### config.mk
export PLATFORM = sky130hd
export DESIGN_NAME = tw_top
export DESIGN_NICKNAME = d
export VERILOG_FILES = /design/src/verilog/tw_pkg.sv /design/src/verilog/tw_tick_timer.sv /design/src/verilog/tw_watchdog.sv /design/src/verilog/tw_top.sv
export SDC_FILE = /design/constraint.sdc
export NUM_CORES = 1
export LEC_CHECK = 0
export BUFFER_PORTS_ARGS = -buffer_cell sky130_fd_sc_hd__buf_4
export CELL_PAD_IN_SITES_DETAIL_PLACEMENT = 2
export CELL_PAD_IN_SITES_GLOBAL_PLACEMENT = 2
export CORE_MARGIN = 2
export CORE_UTILIZATION = 41
export CTS_BUF_LIST = sky130_fd_sc_hd__clkbuf_8
export CTS_CLUSTER_DIAMETER = 80
export DETAILED_ROUTE_END_ITERATION = 8
export PLACE_DENSITY = 0.93
export SETUP_SLACK_MARGIN = 0.4
export SLEW_MARGIN = 20
export SYNTH_ARGS = -nofsm -noshare
export SYNTH_HDL_FRONTEND = slang
export SYNTH_SLANG_ARGS = --single-unit
### constraint.sdc
create_clock -name CLK -period 5.38 [get_ports CLK]
set_input_delay 1.076 -clock CLK [delete_from_list [all_inputs] [get_ports CLK]]
set_output_delay 1.076 -clock CLK [all_outputs]
set_load 0.005 [all_outputs]
### src/verilog/tw_pkg.sv
// tw_pkg: register map, field positions, reset values and timing constants
// assumes a 32-bit AXI4-Lite slave decoding the low address byte only
package tw_pkg;
    // register byte addresses
    localparam logic [7:0] TW_ADDR_PRESCALER = 8'h00;
    localparam logic [7:0] TW_ADDR_PRESET = 8'h04;
    localparam logic [7:0] TW_ADDR_CTRL_STATUS = 8'h08;
    localparam logic [7:0] TW_ADDR_WD_RELOAD = 8'h0C;
    localparam logic [7:0] TW_ADDR_WD_SERVICE = 8'h10;
    localparam logic [7:0] TW_ADDR_WD_CONFIG = 8'h14;
    // control/status fields
    localparam int TW_CS_RESTART = 0;
    localparam int TW_CS_TERMINAL = 1;
    localparam int TW_CS_IRQ_EN = 2;
    localparam int TW_CS_PENDING = 3;
    localparam int TW_CS_FREEZE_EN = 4;
    // watchdog config fields
    localparam int TW_CFG_KEY_EN = 0;
    localparam int TW_CFG_CLK_TICK = 1;
    // prescaler field
    localparam int TW_DIV_MSB = 2;
    localparam logic [2:0] TW_DIV_CODE_MAX = 3'h5;
    // reset values and service key
    localparam logic [2:0] TW_DIV_RST = 3'h0;
    localparam logic [15:0] TW_PRESET_RST = 16'hFFFF;
    localparam logic [7:0] TW_RELOAD_RST = 8'h0F;
    localparam logic [7:0] TW_SERVICE_KEY = 8'h5C;
    // axi responses
    localparam logic [1:0] TW_RESP_OKAY = 2'h0;
    localparam logic [1:0] TW_RESP_SLVERR = 2'h2;

    // last divider count for a divide code; reserved codes divide by 32
    function automatic logic [4:0] tw_div_last(input logic [2:0] code);
        logic [2:0] c;
        c = (code > TW_DIV_CODE_MAX) ? TW_DIV_CODE_MAX : code;
        tw_div_last = 5'((6'h01 << c) - 6'h01);
    endfunction : tw_div_last
endpackage : tw_pkg

### src/verilog/tw_tick_timer.sv
// tw_tick_timer: slow-clock prescaler and 16-bit reloading periodic timer
// assumes slow_edge is a one-cycle pulse per synchronised slow clock edge
`timescale 1ns/100ps
module tw_tick_timer
    import tw_pkg::*;
(
    input wire logic clk,
    input wire logic rst_n,
    input wire logic slow_edge,
    input wire logic [2:0] divide_code,
    input wire logic [15:0] preset,
    input wire logic freeze,
    input wire logic freeze_enable,
    input wire logic restart_req,
    output logic tick,
    output logic terminal,
    output logic restart_done,
    output logic pulse_level
);
    logic [4:0] div_r, div_nxt;
    logic [15:0] cnt_r, cnt_nxt;
    logic tick_r, tick_nxt;
    logic term_r, term_nxt;
    logic done_r, done_nxt;
    logic lvl_r, lvl_nxt;

    always_comb begin
        div_nxt = div_r;
        tick_nxt = 1'b0;
        cnt_nxt = cnt_r;
        term_nxt = 1'b0;
        done_nxt = 1'b0;
        lvl_nxt = lvl_r;
        if (slow_edge) begin
            if (div_r >= tw_div_last(divide_code)) begin
                div_nxt = 5'h00;
                tick_nxt = 1'b1;
            end else begin
                div_nxt = div_r + 5'h01;
            end
        end
        if (tick_r) begin
            lvl_nxt = 1'b0;
            if (restart_req) begin
                cnt_nxt = preset;
                done_nxt = 1'b1;
            end else if (!(freeze_enable && freeze)) begin
                if (cnt_r == 16'h0000) begin
                    cnt_nxt = preset;
                end else begin
                    cnt_nxt = cnt_r - 16'h0001;
                    if (cnt_r == 16'h0001) begin
                        term_nxt = 1'b1;
                        lvl_nxt = 1'b1;
                    end
                end
            end
        end
    end

    always_ff @(posedge clk or negedge rst_n) begin
        if (!rst_n) begin
            div_r <= 5'h00;
            tick_r <= 1'b0;
            cnt_r <= TW_PRESET_RST;
            term_r <= 1'b0;
            done_r <= 1'b0;
            lvl_r <= 1'b0;
        end else begin
            div_r <= div_nxt;
            tick_r <= tick_nxt;
            cnt_r <= cnt_nxt;
            term_r <= term_nxt;
            done_r <= done_nxt;
            lvl_r <= lvl_nxt;
        end
    end

    assign tick = tick_r;
    assign terminal = term_r;
    assign restart_done = done_r;
    assign pulse_level = lvl_r;
endmodule : tw_tick_timer

### src/verilog/tw_watchdog.sv
// tw_watchdog: 8-bit watchdog counter with reload and key-match servicing
// assumes wd_edge and slow_edge are one-cycle pulses on clk
`timescale 1ns/100ps
module tw_watchdog
    import tw_pkg::*;
(
    input wire logic clk,
    input wire logic rst_n,
    input wire logic wd_edge,
    input wire logic slow_edge,
    input wire logic reload_wr,
    input wire logic [7:0] reload_val,
    input wire logic key_wr,
    input wire logic [7:0] key_val,
    input wire logic key_enable,
    output logic pending,
    output logic error
);
    logic run_r, run_nxt;
    logic [7:0] cnt_r, cnt_nxt;
    logic served_r, served_nxt;
    logic pend_r, pend_nxt;
    logic err_r, err_nxt;
    logic key_ok;

    assign key_ok = key_wr && key_enable && (key_val == TW_SERVICE_KEY);

    always_comb begin
        run_nxt = run_r;
        cnt_nxt = cnt_r;
        served_nxt = served_r;
        pend_nxt = pend_r;
        err_nxt = err_r;
        if (wd_edge && run_r) begin
            served_nxt = 1'b0;
            if (cnt_r == 8'h00) begin
                err_nxt = 1'b1;
            end else begin
                cnt_nxt = cnt_r - 8'h01;
            end
        end
        if (slow_edge) begin
            pend_nxt = 1'b0;
        end
        if (reload_wr) begin
            run_nxt = 1'b1;
            cnt_nxt = reload_val;
            pend_nxt = 1'b1;
        end else if (key_wr && key_enable) begin
            pend_nxt = 1'b1;
            if (!key_ok) begin
                err_nxt = 1'b1;
            end else if (served_r && !wd_edge) begin
                err_nxt = 1'b1;
            end else begin
                run_nxt = 1'b1;
                cnt_nxt = reload_val;
                served_nxt = 1'b1;
            end
        end
    end

    always_ff @(posedge clk or negedge rst_n) begin
        if (!rst_n) begin
            run_r <= 1'b0;
            cnt_r <= TW_RELOAD_RST;
            served_r <= 1'b0;
            pend_r <= 1'b0;
            err_r <= 1'b0;
        end else begin
            run_r <= run_nxt;
            cnt_r <= cnt_nxt;
            served_r <= served_nxt;
            pend_r <= pend_nxt;
            err_r <= err_nxt;
        end
    end

    assign pending = pend_r;
    assign error = err_r;
endmodule : tw_watchdog

### src/verilog/tw_top.sv
// tw_top: timing and watchdog unit with AXI4-Lite register access
// assumes SLOW_CLK and FREEZE are asynchronous pins, slow clock <= CLK/4
`timescale 1ns/100ps
module tw_top
    import tw_pkg::*;
(
    input wire logic CLK,
    input wire logic RSTN,
    input wire logic SLOW_CLK,
    input wire logic FREEZE,
    input wire logic [7:0] S_AXI_AWADDR,
    input wire logic S_AXI_AWVALID,
    output logic S_AXI_AWREADY,
    input wire logic [31:0] S_AXI_WDATA,
    input wire logic [3:0] S_AXI_WSTRB,
    input wire logic S_AXI_WVALID,
    output logic S_AXI_WREADY,
    output logic [1:0] S_AXI_BRESP,
    output logic S_AXI_BVALID,
    input wire logic S_AXI_BREADY,
    input wire logic [7:0] S_AXI_ARADDR,
    input wire logic S_AXI_ARVALID,
    output logic S_AXI_ARREADY,
    output logic [31:0] S_AXI_RDATA,
    output logic [1:0] S_AXI_RRESP,
    output logic S_AXI_RVALID,
    input wire logic S_AXI_RREADY,
    output logic TIMER_PULSE,
    output logic TIMER_IRQ,
    output logic WDOG_RESET_REQ
);
    // pin synchronisers
    logic [1:0] slow_sync_r;
    logic [1:0] frz_sync_r;
    logic slow_prev_r;
    logic slow_edge;

    // axi write path
    logic aw_full_r, aw_full_nxt;
    logic [7:0] aw_addr_r, aw_addr_nxt;
    logic w_full_r, w_full_nxt;
    logic [31:0] w_data_r, w_data_nxt;
    logic [3:0] w_strb_r, w_strb_nxt;
    logic awready_r, awready_nxt;
    logic wready_r, wready_nxt;
    logic bvalid_r, bvalid_nxt;
    logic [1:0] bresp_r, bresp_nxt;
    logic wr_go;

    // axi read path
    logic arready_r, arready_nxt;
    logic rvalid_r, rvalid_nxt;
    logic [31:0] rdata_r, rdata_nxt;
    logic [1:0] rresp_r, rresp_nxt;
    logic rd_go;

    // registers
    logic [2:0] div_code_r, div_code_nxt;
    logic [15:0] preset_r, preset_nxt;
    logic restart_r, restart_nxt;
    logic flag_r, flag_nxt;
    logic irq_en_r, irq_en_nxt;
    logic frz_en_r, frz_en_nxt;
    logic [7:0] reload_r, reload_nxt;
    logic key_en_r, key_en_nxt;
    logic clk_tick_r, clk_tick_nxt;
    logic irq_r, irq_nxt;
    logic pulse_r, pulse_nxt;
    logic wdrst_r, wdrst_nxt;

    // internal events
    logic tick, terminal, restart_done, pulse_level;
    logic wd_pending, wd_error;
    logic reload_wr, key_wr;

    // address decode used by both paths
    function automatic logic tw_mapped(input logic [7:0] a);
        tw_mapped = (a == TW_ADDR_PRESCALER) || (a == TW_ADDR_PRESET) ||
            (a == TW_ADDR_CTRL_STATUS) || (a == TW_ADDR_WD_RELOAD) ||
            (a == TW_ADDR_WD_SERVICE) || (a == TW_ADDR_WD_CONFIG);
    endfunction : tw_mapped

    always_ff @(posedge CLK or negedge RSTN) begin
        if (!RSTN) begin
            slow_sync_r <= 2'h0;
            frz_sync_r <= 2'h0;
            slow_prev_r <= 1'b0;
        end else begin
            slow_sync_r <= {slow_sync_r[0], SLOW_CLK};
            frz_sync_r <= {frz_sync_r[0], FREEZE};
            slow_prev_r <= slow_sync_r[1];
        end
    end
    assign slow_edge = slow_sync_r[1] && !slow_prev_r;

    assign wr_go = aw_full_r && w_full_r && !bvalid_r;
    assign rd_go = S_AXI_ARVALID && arready_r;
    assign reload_wr = wr_go && (aw_addr_r == TW_ADDR_WD_RELOAD) &&
        w_strb_r[0];
    assign key_wr = wr_go && (aw_addr_r == TW_ADDR_WD_SERVICE) &&
        w_strb_r[0];

    // axi handshakes
    always_comb begin
        aw_full_nxt = aw_full_r;
        aw_addr_nxt = aw_addr_r;
        w_full_nxt = w_full_r;
        w_data_nxt = w_data_r;
        w_strb_nxt = w_strb_r;
        bvalid_nxt = bvalid_r;
        bresp_nxt = bresp_r;
        arready_nxt = arready_r;
        rvalid_nxt = rvalid_r;
        rresp_nxt = rresp_r;
        if (S_AXI_AWVALID && awready_r) begin
            aw_full_nxt = 1'b1;
            aw_addr_nxt = S_AXI_AWADDR;
        end
        if (S_AXI_WVALID && wready_r) begin
            w_full_nxt = 1'b1;
            w_data_nxt = S_AXI_WDATA;
            w_strb_nxt = S_AXI_WSTRB;
        end
        if (wr_go) begin
            aw_full_nxt = 1'b0;
            w_full_nxt = 1'b0;
            bvalid_nxt = 1'b1;
            bresp_nxt = tw_mapped(aw_addr_r) ? TW_RESP_OKAY : TW_RESP_SLVERR;
        end else if (bvalid_r && S_AXI_BREADY) begin
            bvalid_nxt = 1'b0;
        end
        awready_nxt = !aw_full_nxt;
        wready_nxt = !w_full_nxt;
        if (rd_go) begin
            arready_nxt = 1'b0;
            rvalid_nxt = 1'b1;
            rresp_nxt = tw_mapped(S_AXI_ARADDR) ? TW_RESP_OKAY
                : TW_RESP_SLVERR;
        end else if (rvalid_r && S_AXI_RREADY) begin
            rvalid_nxt = 1'b0;
            arready_nxt = 1'b1;
        end
    end

    // register file and read data
    always_comb begin
        div_code_nxt = div_code_r;
        preset_nxt = preset_r;
        restart_nxt = restart_r;
        flag_nxt = flag_r;
        irq_en_nxt = irq_en_r;
        frz_en_nxt = frz_en_r;
        reload_nxt = reload_r;
        key_en_nxt = key_en_r;
        clk_tick_nxt = clk_tick_r;
        rdata_nxt = rdata_r;
        if (restart_done) begin
            restart_nxt = 1'b0;
        end
        if (wr_go && w_strb_r[0]) begin
            unique case (aw_addr_r)
                TW_ADDR_PRESCALER: div_code_nxt = w_data_r[TW_DIV_MSB:0];
                TW_ADDR_PRESET: preset_nxt[7:0] = w_data_r[7:0];
                TW_ADDR_CTRL_STATUS: begin
                    if (w_data_r[TW_CS_RESTART]) begin
                        restart_nxt = 1'b1;
                    end
                    irq_en_nxt = w_data_r[TW_CS_IRQ_EN];
                    frz_en_nxt = w_data_r[TW_CS_FREEZE_EN];
                end
                TW_ADDR_WD_RELOAD: reload_nxt = w_data_r[7:0];
                TW_ADDR_WD_CONFIG: begin
                    key_en_nxt = w_data_r[TW_CFG_KEY_EN];
                    clk_tick_nxt = w_data_r[TW_CFG_CLK_TICK];
                end
                default: ;
            endcase
        end
        if (wr_go && w_strb_r[1] && (aw_addr_r == TW_ADDR_PRESET)) begin
            preset_nxt[15:8] = w_data_r[15:8];
        end
        if (rd_go) begin
            rdata_nxt = 32'h0000_0000;
            unique case (S_AXI_ARADDR)
                TW_ADDR_PRESCALER: rdata_nxt[TW_DIV_MSB:0] = div_code_r;
                TW_ADDR_PRESET: rdata_nxt[15:0] = preset_r;
                TW_ADDR_CTRL_STATUS: begin
                    rdata_nxt[TW_CS_RESTART] = restart_r;
                    rdata_nxt[TW_CS_TERMINAL] = flag_r;
                    rdata_nxt[TW_CS_IRQ_EN] = irq_en_r;
                    rdata_nxt[TW_CS_PENDING] = wd_pending;
                    rdata_nxt[TW_CS_FREEZE_EN] = frz_en_r;
                    flag_nxt = 1'b0;
                end
                TW_ADDR_WD_CONFIG: begin
                    rdata_nxt[TW_CFG_KEY_EN] = key_en_r;
                    rdata_nxt[TW_CFG_CLK_TICK] = clk_tick_r;
                end
                default: ;
            endcase
        end
        // terminal sets flag, wins over clear
        if (terminal) begin
            flag_nxt = 1'b1;
        end
        irq_nxt = terminal && irq_en_r;
        pulse_nxt = pulse_level;
        wdrst_nxt = wdrst_r || wd_error;
    end

    always_ff @(posedge CLK or negedge RSTN) begin
        if (!RSTN) begin
            aw_full_r <= 1'b0;
            aw_addr_r <= 8'h00;
            w_full_r <= 1'b0;
            w_data_r <= 32'h0000_0000;
            w_strb_r <= 4'h0;
            awready_r <= 1'b1;
            wready_r <= 1'b1;
            bvalid_r <= 1'b0;
            bresp_r <= TW_RESP_OKAY;
            arready_r <= 1'b1;
            rvalid_r <= 1'b0;
            rdata_r <= 32'h0000_0000;
            rresp_r <= TW_RESP_OKAY;
            div_code_r <= TW_DIV_RST;
            restart_r <= 1'b0;
            flag_r <= 1'b0;
            irq_en_r <= 1'b0;
            frz_en_r <= 1'b0;
            preset_r <= TW_PRESET_RST;
            reload_r <= TW_RELOAD_RST;
            key_en_r <= 1'b0;
            clk_tick_r <= 1'b0;
            irq_r <= 1'b0;
            pulse_r <= 1'b0;
            wdrst_r <= 1'b0;
        end else begin
            aw_full_r <= aw_full_nxt;
            aw_addr_r <= aw_addr_nxt;
            w_full_r <= w_full_nxt;
            w_data_r <= w_data_nxt;
            w_strb_r <= w_strb_nxt;
            awready_r <= awready_nxt;
            wready_r <= wready_nxt;
            bvalid_r <= bvalid_nxt;
            bresp_r <= bresp_nxt;
            arready_r <= arready_nxt;
            rvalid_r <= rvalid_nxt;
            rdata_r <= rdata_nxt;
            rresp_r <= rresp_nxt;
            div_code_r <= div_code_nxt;
            restart_r <= restart_nxt;
            flag_r <= flag_nxt;
            irq_en_r <= irq_en_nxt;
            frz_en_r <= frz_en_nxt;
            preset_r <= preset_nxt;
            reload_r <= reload_nxt;
            key_en_r <= key_en_nxt;
            clk_tick_r <= clk_tick_nxt;
            irq_r <= irq_nxt;
            pulse_r <= pulse_nxt;
            wdrst_r <= wdrst_nxt;
        end
    end

    tw_tick_timer u_timer (
        .clk(CLK),
        .rst_n(RSTN),
        .slow_edge(slow_edge),
        .divide_code(div_code_r),
        .preset(preset_r),
        .freeze(frz_sync_r[1]),
        .freeze_enable(frz_en_r),
        .restart_req(restart_r),
        .tick(tick),
        .terminal(terminal),
        .restart_done(restart_done),
        .pulse_level(pulse_level)
    );

    // watchdog clocked by tick or by terminal pulse
    tw_watchdog u_wdog (
        .clk(CLK),
        .rst_n(RSTN),
        .wd_edge(clk_tick_r ? tick : terminal),
        .slow_edge(slow_edge),
        .reload_wr(reload_wr),
        .reload_val(reload_wr ? w_data_r[7:0] : reload_r),
        .key_wr(key_wr),
        .key_val(w_data_r[7:0]),
        .key_enable(key_en_r),
        .pending(wd_pending),
        .error(wd_error)
    );

    assign S_AXI_AWREADY = awready_r;
    assign S_AXI_WREADY = wready_r;
    assign S_AXI_BVALID = bvalid_r;
    assign S_AXI_BRESP = bresp_r;
    assign S_AXI_ARREADY = arready_r;
    assign S_AXI_RVALID = rvalid_r;
    assign S_AXI_RDATA = rdata_r;
    assign S_AXI_RRESP = rresp_r;
    assign TIMER_PULSE = pulse_r;
    assign TIMER_IRQ = irq_r;
    assign WDOG_RESET_REQ = wdrst_r;
endmodule : tw_top

## After elaboration in Yosys (flattened, before gate mapping)

Index checks and enable logic that the tools add are counted.

- Flip-flop bits (word level): 131
- Input port bits: 61
- Output and inout bits: 44
- Logic and storage cells: 180

- Order comparisons: 2
- Reduce and logical (&&, ||, !) cells: 56
- $add $sub $neg: 4
- Shift-type cells: 1
- Muxes and demuxes: 63
- Eq/ne operators: 14

Operators by type and width:

| operator | count |
|---|---|
| 8-bit two-way mux | 7 |
| 16-bit two-way mux | 3 |
| 1-bit two-way mux | 45 |
| 8-bit by 4-bit equality test with 1-bit output (second input constant) | 4 |
| 8-bit by 5-bit equality test with 1-bit output (second input constant) | 4 |
| 8-bit logical NOT | 3 |
| 1-bit logical AND | 21 |
| 16-bit by 1-bit equality test with 1-bit output (second input constant) | 1 |
| 8-bit by 3-bit equality test with 1-bit output (second input constant) | 2 |
| 16-bit logical NOT | 1 |
| 16-bit by 1-bit subtractor with 16-bit output (second input constant) | 1 |
| 2-bit AND reduction | 7 |
| 2-bit nonzero test | 6 |
| 1-bit logical OR | 11 |
| 11-bit two-way mux | 1 |
| 8-bit by 7-bit equality test with 1-bit output (second input constant) | 1 |
| 2-bit one-hot mux with 4 select lines | 1 |
| 8-bit by 1-bit subtractor with 8-bit output (second input constant) | 1 |
| 5-bit by 1-bit adder with 5-bit output (second input constant) | 1 |
| 5-bit >= comparator | 1 |
| 1-bit logical NOT | 5 |
| 5-bit two-way mux | 1 |
| 1-bit by 3-bit left shift with 5-bit output (first input constant) | 1 |
| 5-bit by 1-bit subtractor with 5-bit output (second input constant) | 1 |
| other kinds (8) | 10 |

## Longest topological paths before layout

- Depth after elaboration: 9
- Mapped depth: 10
- Mapped depth without buffers: 10

## Modules after synthesis

A second synthesis with hierarchy kept.

- Cell total of the unflattened synthesis: 534
- Area, all modules: 6304.8 µm²

Modules (own cells, without submodules):

| module | area each (µm²) | seq. area each (µm²) | instances | cells each |
|---|---|---|---|---|
| tw_top | 3913.8 | 2331.0 | 1 | 278 |
| tw_tick_timer | 1704.1 | 645.6 | 1 | 187 |
| tw_watchdog | 686.9 | 305.3 | 1 | 69 |

## Worst setup path after synthesis

OpenSTA, ideal clock, no wires.

- Kind: input to register
- Start point: input S_AXI_ARADDR[1]
- End point: register rdata_r[10], in the netlist S_AXI_RDATA[10]
- Path buffers: 1
- Arrival time: 2.276 ns
- Data required time: 5.314 ns
- Stages on the path: 5
- Setup slack: 3.038 ns
- Cell sequence: nor3_1 nand2_1 nor4_1 clkbuf_1 a22o_1

- Longest elaborated chain between the ends: 2

RTL lines:

| what | line | RTL |
|---|---|---|
| start: declaration | tw_top.sv:21 | `input wire logic [7:0] S_AXI_ARADDR,` |
| 8-bit by 3-bit equality test with 1-bit output | tw_top.sv:184 | `unique case (S_AXI_ARADDR)` |
| 11-bit two-way mux | tw_top.sv:184 |  |
| end signal: assignment | tw_top.sv:250 | `rdata_r <= rdata_nxt;` |
| end: declaration | tw_top.sv:53 | `logic [31:0] rdata_r, rdata_nxt;` |

Every way passes these cells.
A chain may end at the register's enable or synchronous reset.

## Final worst setup path

- Start point: register div_code_r[0]
- End point: register u_timer.div_r[2]

- Longest elaborated chain between the ends: 6

RTL lines:

| what | line | RTL |
|---|---|---|
| start: declaration | tw_top.sv:58 | `logic [2:0] div_code_r, div_code_nxt;` |
| start signal: assignment | tw_top.sv:252 | `div_code_r <= div_code_nxt;` |
| 3-bit greater-than comparator | tw_pkg.sv:35 | `c = (code > TW_DIV_CODE_MAX) ? TW_DIV_CODE_MAX : code;` |
| 3-bit two-way mux * | tw_pkg.sv:35 |  |
| 1-bit by 3-bit left shift with 5-bit output * | tw_pkg.sv:36 | `tw_div_last = 5'((6'h01 << c) - 6'h01);` |
| 5-bit by 1-bit subtractor with 5-bit output * | tw_pkg.sv:36 |  |
| 5-bit >= comparator * | tw_tick_timer.sv:35 | `if (div_r >= tw_div_last(divide_code)) begin` |
| 5-bit two-way mux * | tw_tick_timer.sv:35 |  |
| end signal: assignment | tw_tick_timer.sv:70 | `div_r <= div_nxt;` |
| end: declaration | tw_tick_timer.sv:20 | `logic [4:0] div_r, div_nxt;` |

Mark *: on every way between the ends. The rest lies on a longest branch, timed or not.

==> key figures <==
Clocking
  • Clock root buffer: clkbuf_8
  • CTS clk-pin slew, worst paths: 0.07 ns
  • Hold-fix buffers, CTS: 0
  • Sinks on Clock Net: 129
  • CTS tree: yes
  • Postcts setup bufs: 0
  • CTS Buffer Depth: 2
  • Clock H-tree levels: 4
  • Clock latency on the worst-skew pair: roughly 0.46 ns
  • Cts repair resizes: 0
  • CTS Buf Count: 17

Placement
  • DP HPWL: ~13,000 um
  • Placed cells: about 780
  • Port bufs: ~70
  • Placed cell areas: around 6700 um^2
  • Routability Congestion: roughly 0.91

Detailed routing
  • DRT Pass-1 Iters: 4
  • Initial DRC Count: 292
  • Highest routed metal layer: met4
  • Routed length on met1: roughly 8000 um
  • WL/cell: between 20 and 25 um
  • Drt total wl: 19,800 um
  • Routed via count: around 4,800
  • Metal2 WL: roughly 10,000 um
  • Post-DRT Antenna Nets: 0
  • Metal3 WL: approximately 900 um
  • Via/cell ratio: 5.92
  • DRC viols: 0

Worst hold path
  • Hold Path Sink: frz_sync_r[1]
  • HP Start: frz_sync_r[0]
  • Worst hold path type: reg -> reg
  • Worst Hold Depth: 0

Die
  • Core area: ~14,000 um^2
  • Top Ports: around 110
  • Chip width: 125 um
  • Initial Util: around two fifths
  • Die height: 125 um
  • Full die area: ~16,000 um^2
  • FP Rows: 44

Final layout
  • Area growth syn-to-layout: 17.9%
  • Layout cells sized above 1: 32.1%
  • NumNets Final: 686
  • Inserted Diodes: 0
  • Final Util: around half
  • Non-Filler Instances: 810
  • Final design area excluding fillers: approximately 7000 um^2

Worst setup path
  • Worst-path maximum fanout: 7
  • CP peak stage delay: between 0.6 and 0.7 ns
  • Worst flop-to-flop path startpoint: div_code_r[0]
  • Reg-to-Reg End: u_timer.div_r[2]
  • Critical Path Sink Type: register
  • Reg2reg setup slack: roughly 2.5 ns
  • Critical-path cell list: or3_1, ha_1, xnor2_1, ha_1, a21o_1, a31oi_1, o21ai_0, o21ai_0, o2bb2ai_1
  • WS Path Type: reg -> reg
  • R2R cell count: 9
  • CP required: 5.69 ns
  • Startpoint types: register
  • Critical path's slowest cell: o21ai_0
  • WP data arrival: 3.20 ns

STA
  • FMAX: about 350 MHz
  • Number of hold violations in the final report: 0
  • Total Neg Setup Slack: 0 ns
  • Count of final setup violators: 0
  • Fin Clk Skew: 0.0143 ns
  • RSZ-0062 raised after global routing: no
  • Max transition margin: around 31%
  • Worst-Margin Slew: 1.04 ns
  • Max Slew Vio Count: 0
  • Min Tclk post-route: 2.89 ns
  • Crit share post-route: a little over half

Outcome
  • Status: finished clean

Synth
  • EDFF count, synth: 0
  • Ys async rst share: 100%
  • Syn_area_per_cell: 11.2 um^2
  • Sequential area share after synthesis: a little over half
  • #FFs+latches synth: around 130
  • Most used DFF post-synth: dfrtp_1
  • YS warnings: 0
  • Synth cell types: 55
  • Cells after Synth: 538
  • Synthesized cell area: between 6000 and 7000 um^2

Power
  • Pleak: around 0.0032 uW
  • PwrDens: ~460 nW/um^2
  • VDD IR-drop max: between 0.3 and 0.4 mV

Global route
  • Largest net degree at the start of global routing: 64
  • Grt total ovfl: 0
  • Vias in the first global route: 5,475
  • Global-route wire length before repair: about 32,000 um
  • Initial antenna violation count: 0
  • All-layer global routing usage: 26.6%

Run
  • Max Cap Viol: 0
==> synth_stat cells (all sizes together) (2+ instances only) <==
cell type   n  area share, %
mux2       48            9.0
nand2b      4           0.42
clkbuf     10           0.62
ha         12            2.5
or3         7           0.73
and3        7           0.73
mux2i       6            1.0
nor3b       5           0.62
buf        24            2.8
nor2b       2           0.21
nor2       22            1.4
a31oi       7           0.73
a222oi      2           0.33
xnor2       2           0.29
inv        24            1.5
dfstp      43             19
o31ai       2           0.25
o21ai      38            3.2
o2111ai     2           0.29
a22oi      10            1.2
a221o       7            1.2
nand2      55            3.4
nand3      19            1.6
nor4       11            1.6
o211ai      4           0.50
nor3        9           0.75
dfrtp      86             36
o41ai       2           0.29
nor4b       4           0.58
a22o       11            1.6
nand3b      3           0.37
and2        9           0.98
a21oi      10           0.83
or4         2           0.25
nand4       5           0.62
a21o        4           0.50
a2bb2oi     3           0.44
xor2        6           0.87
==> cell families after synthesis <==
kind of cell | synth area share [%]
simple gates | 14.8
flops | 54.4
compound gates | 12.1
buf+inv | 4.96
mux | 9.96
fa+ha+maj | 2.49
xor+xnor | 1.16
other cells | 0.0622
==> report_power, final <==
group / switching (uW) / internal, uW
logic: 449 / 347
registers: 286 / 1240
clock network: 411 / 515
==> layout make-up <==
cell class	count	area (um^2)
multi-input cells	368	2520
clock buffers	18	248
flip-flops and latches	129	3280
well taps	184	230
inverters	24	90.1
fillers	1452	7320
clock inverters	14	190
repair buffers	73	548
==> worst max-delay path by stage <==
| stage | to | depth (start not counted) | slack (ns) | startpoint |
|---|---|---|---|---|
| after floorplan | S_AXI_RDATA[10] | 5 | 3.04 | S_AXI_ARADDR[1] |
| after global placement | S_AXI_RDATA[4] | 6 | 2.78 | S_AXI_ARVALID |
| after detailed placement | S_AXI_RDATA[3] | 6 | 2.64 | S_AXI_ARVALID |
| after CTS | u_timer.div_r[2] | 9 | 2.55 | div_code_r[0] |
| after global routing | u_timer.div_r[2] | 9 | 2.30 | div_code_r[0] |
| final | u_timer.div_r[2] | 9 | 2.49 | div_code_r[0] |
==> cells in the final DEF, fill, tap and decap left out, types with 3 or more instances in the layout <==
cell type / Yosys / routed
o211ai_1: 4 / 4
and3_1: 7 / 7
nor3_1: 9 / 9
bufinv_16: 0 / 4
mux2_2: 48 / 48
ha_1: 12 / 12
nand2b_1: 4 / 4
a2bb2oi_1: 3 / 3
a21oi_1: 10 / 10
conb_1: 1 / 18
nand2_1: 55 / 55
dfrtp_1: 86 / 86
nand3_1: 19 / 19
a21o_1: 4 / 4
clkbuf_8: 0 / 18
a22oi_1: 10 / 10
inv_1: 24 / 25
mux2i_1: 6 / 6
a221o_1: 7 / 7
dfstp_2: 43 / 43
or3_1: 7 / 7
nor2_1: 22 / 22
nor4b_1: 4 / 4
clkinv_4: 0 / 3
and2_1: 8 / 8
nand4_1: 4 / 4
buf_4: 18 / 73
a31oi_1: 7 / 7
nand3b_1: 3 / 3
nor3b_1: 5 / 5
xor2_1: 6 / 6
nor4_1: 9 / 8
clkinvlp_4: 0 / 4
o21ai_0: 37 / 37
a22o_1: 11 / 11
==> per-layer routing <==
layer | vias to the layer above | global-route usage [%]
met5 | - | 0
met4 | 0 | 11.0
met3 | 53 | 5.78
met2 | 158 | 45.9
met1 | 2524 | 32.5
li1 | 2063 | -
==> per-stage QoR <==
step,total power (uW),setup slack (ns),hold WS (ns)
finish,3250,2.49,0.354
global placement,2150,2.78,0.333
floorplan,1930,3.04,0.331
global route,3420,2.30,0.371
CTS,3260,2.55,0.357
detailed placement,2260,2.64,0.338
==> critical path: cells and delay by family, from the launching register on <==
kind	cells	cell delay (ns)
XOR/XNOR	1	0.13
flip-flops	1	0.46
AND/OR/NAND/NOR	1	0.44
AO/OA/AOI/OAI	5	1.19
adder cells (fa/ha/maj)	2	0.53
==> flip-flops by register name (all words and copies together) (netlist names), 2 cells and up <==
register	flops
reload_r	8
aw_addr_r	8
slow_sync_r	2
w_data_r	16
preset_r	16
frz_sync_r	2
u_timer.div_r	5
w_strb_r	2
div_code_r	3
u_wdog.cnt_r	8
u_timer.cnt_r	16
S_AXI_RDATA	16
No activity file was read; power rests on OpenSTA's default activity.
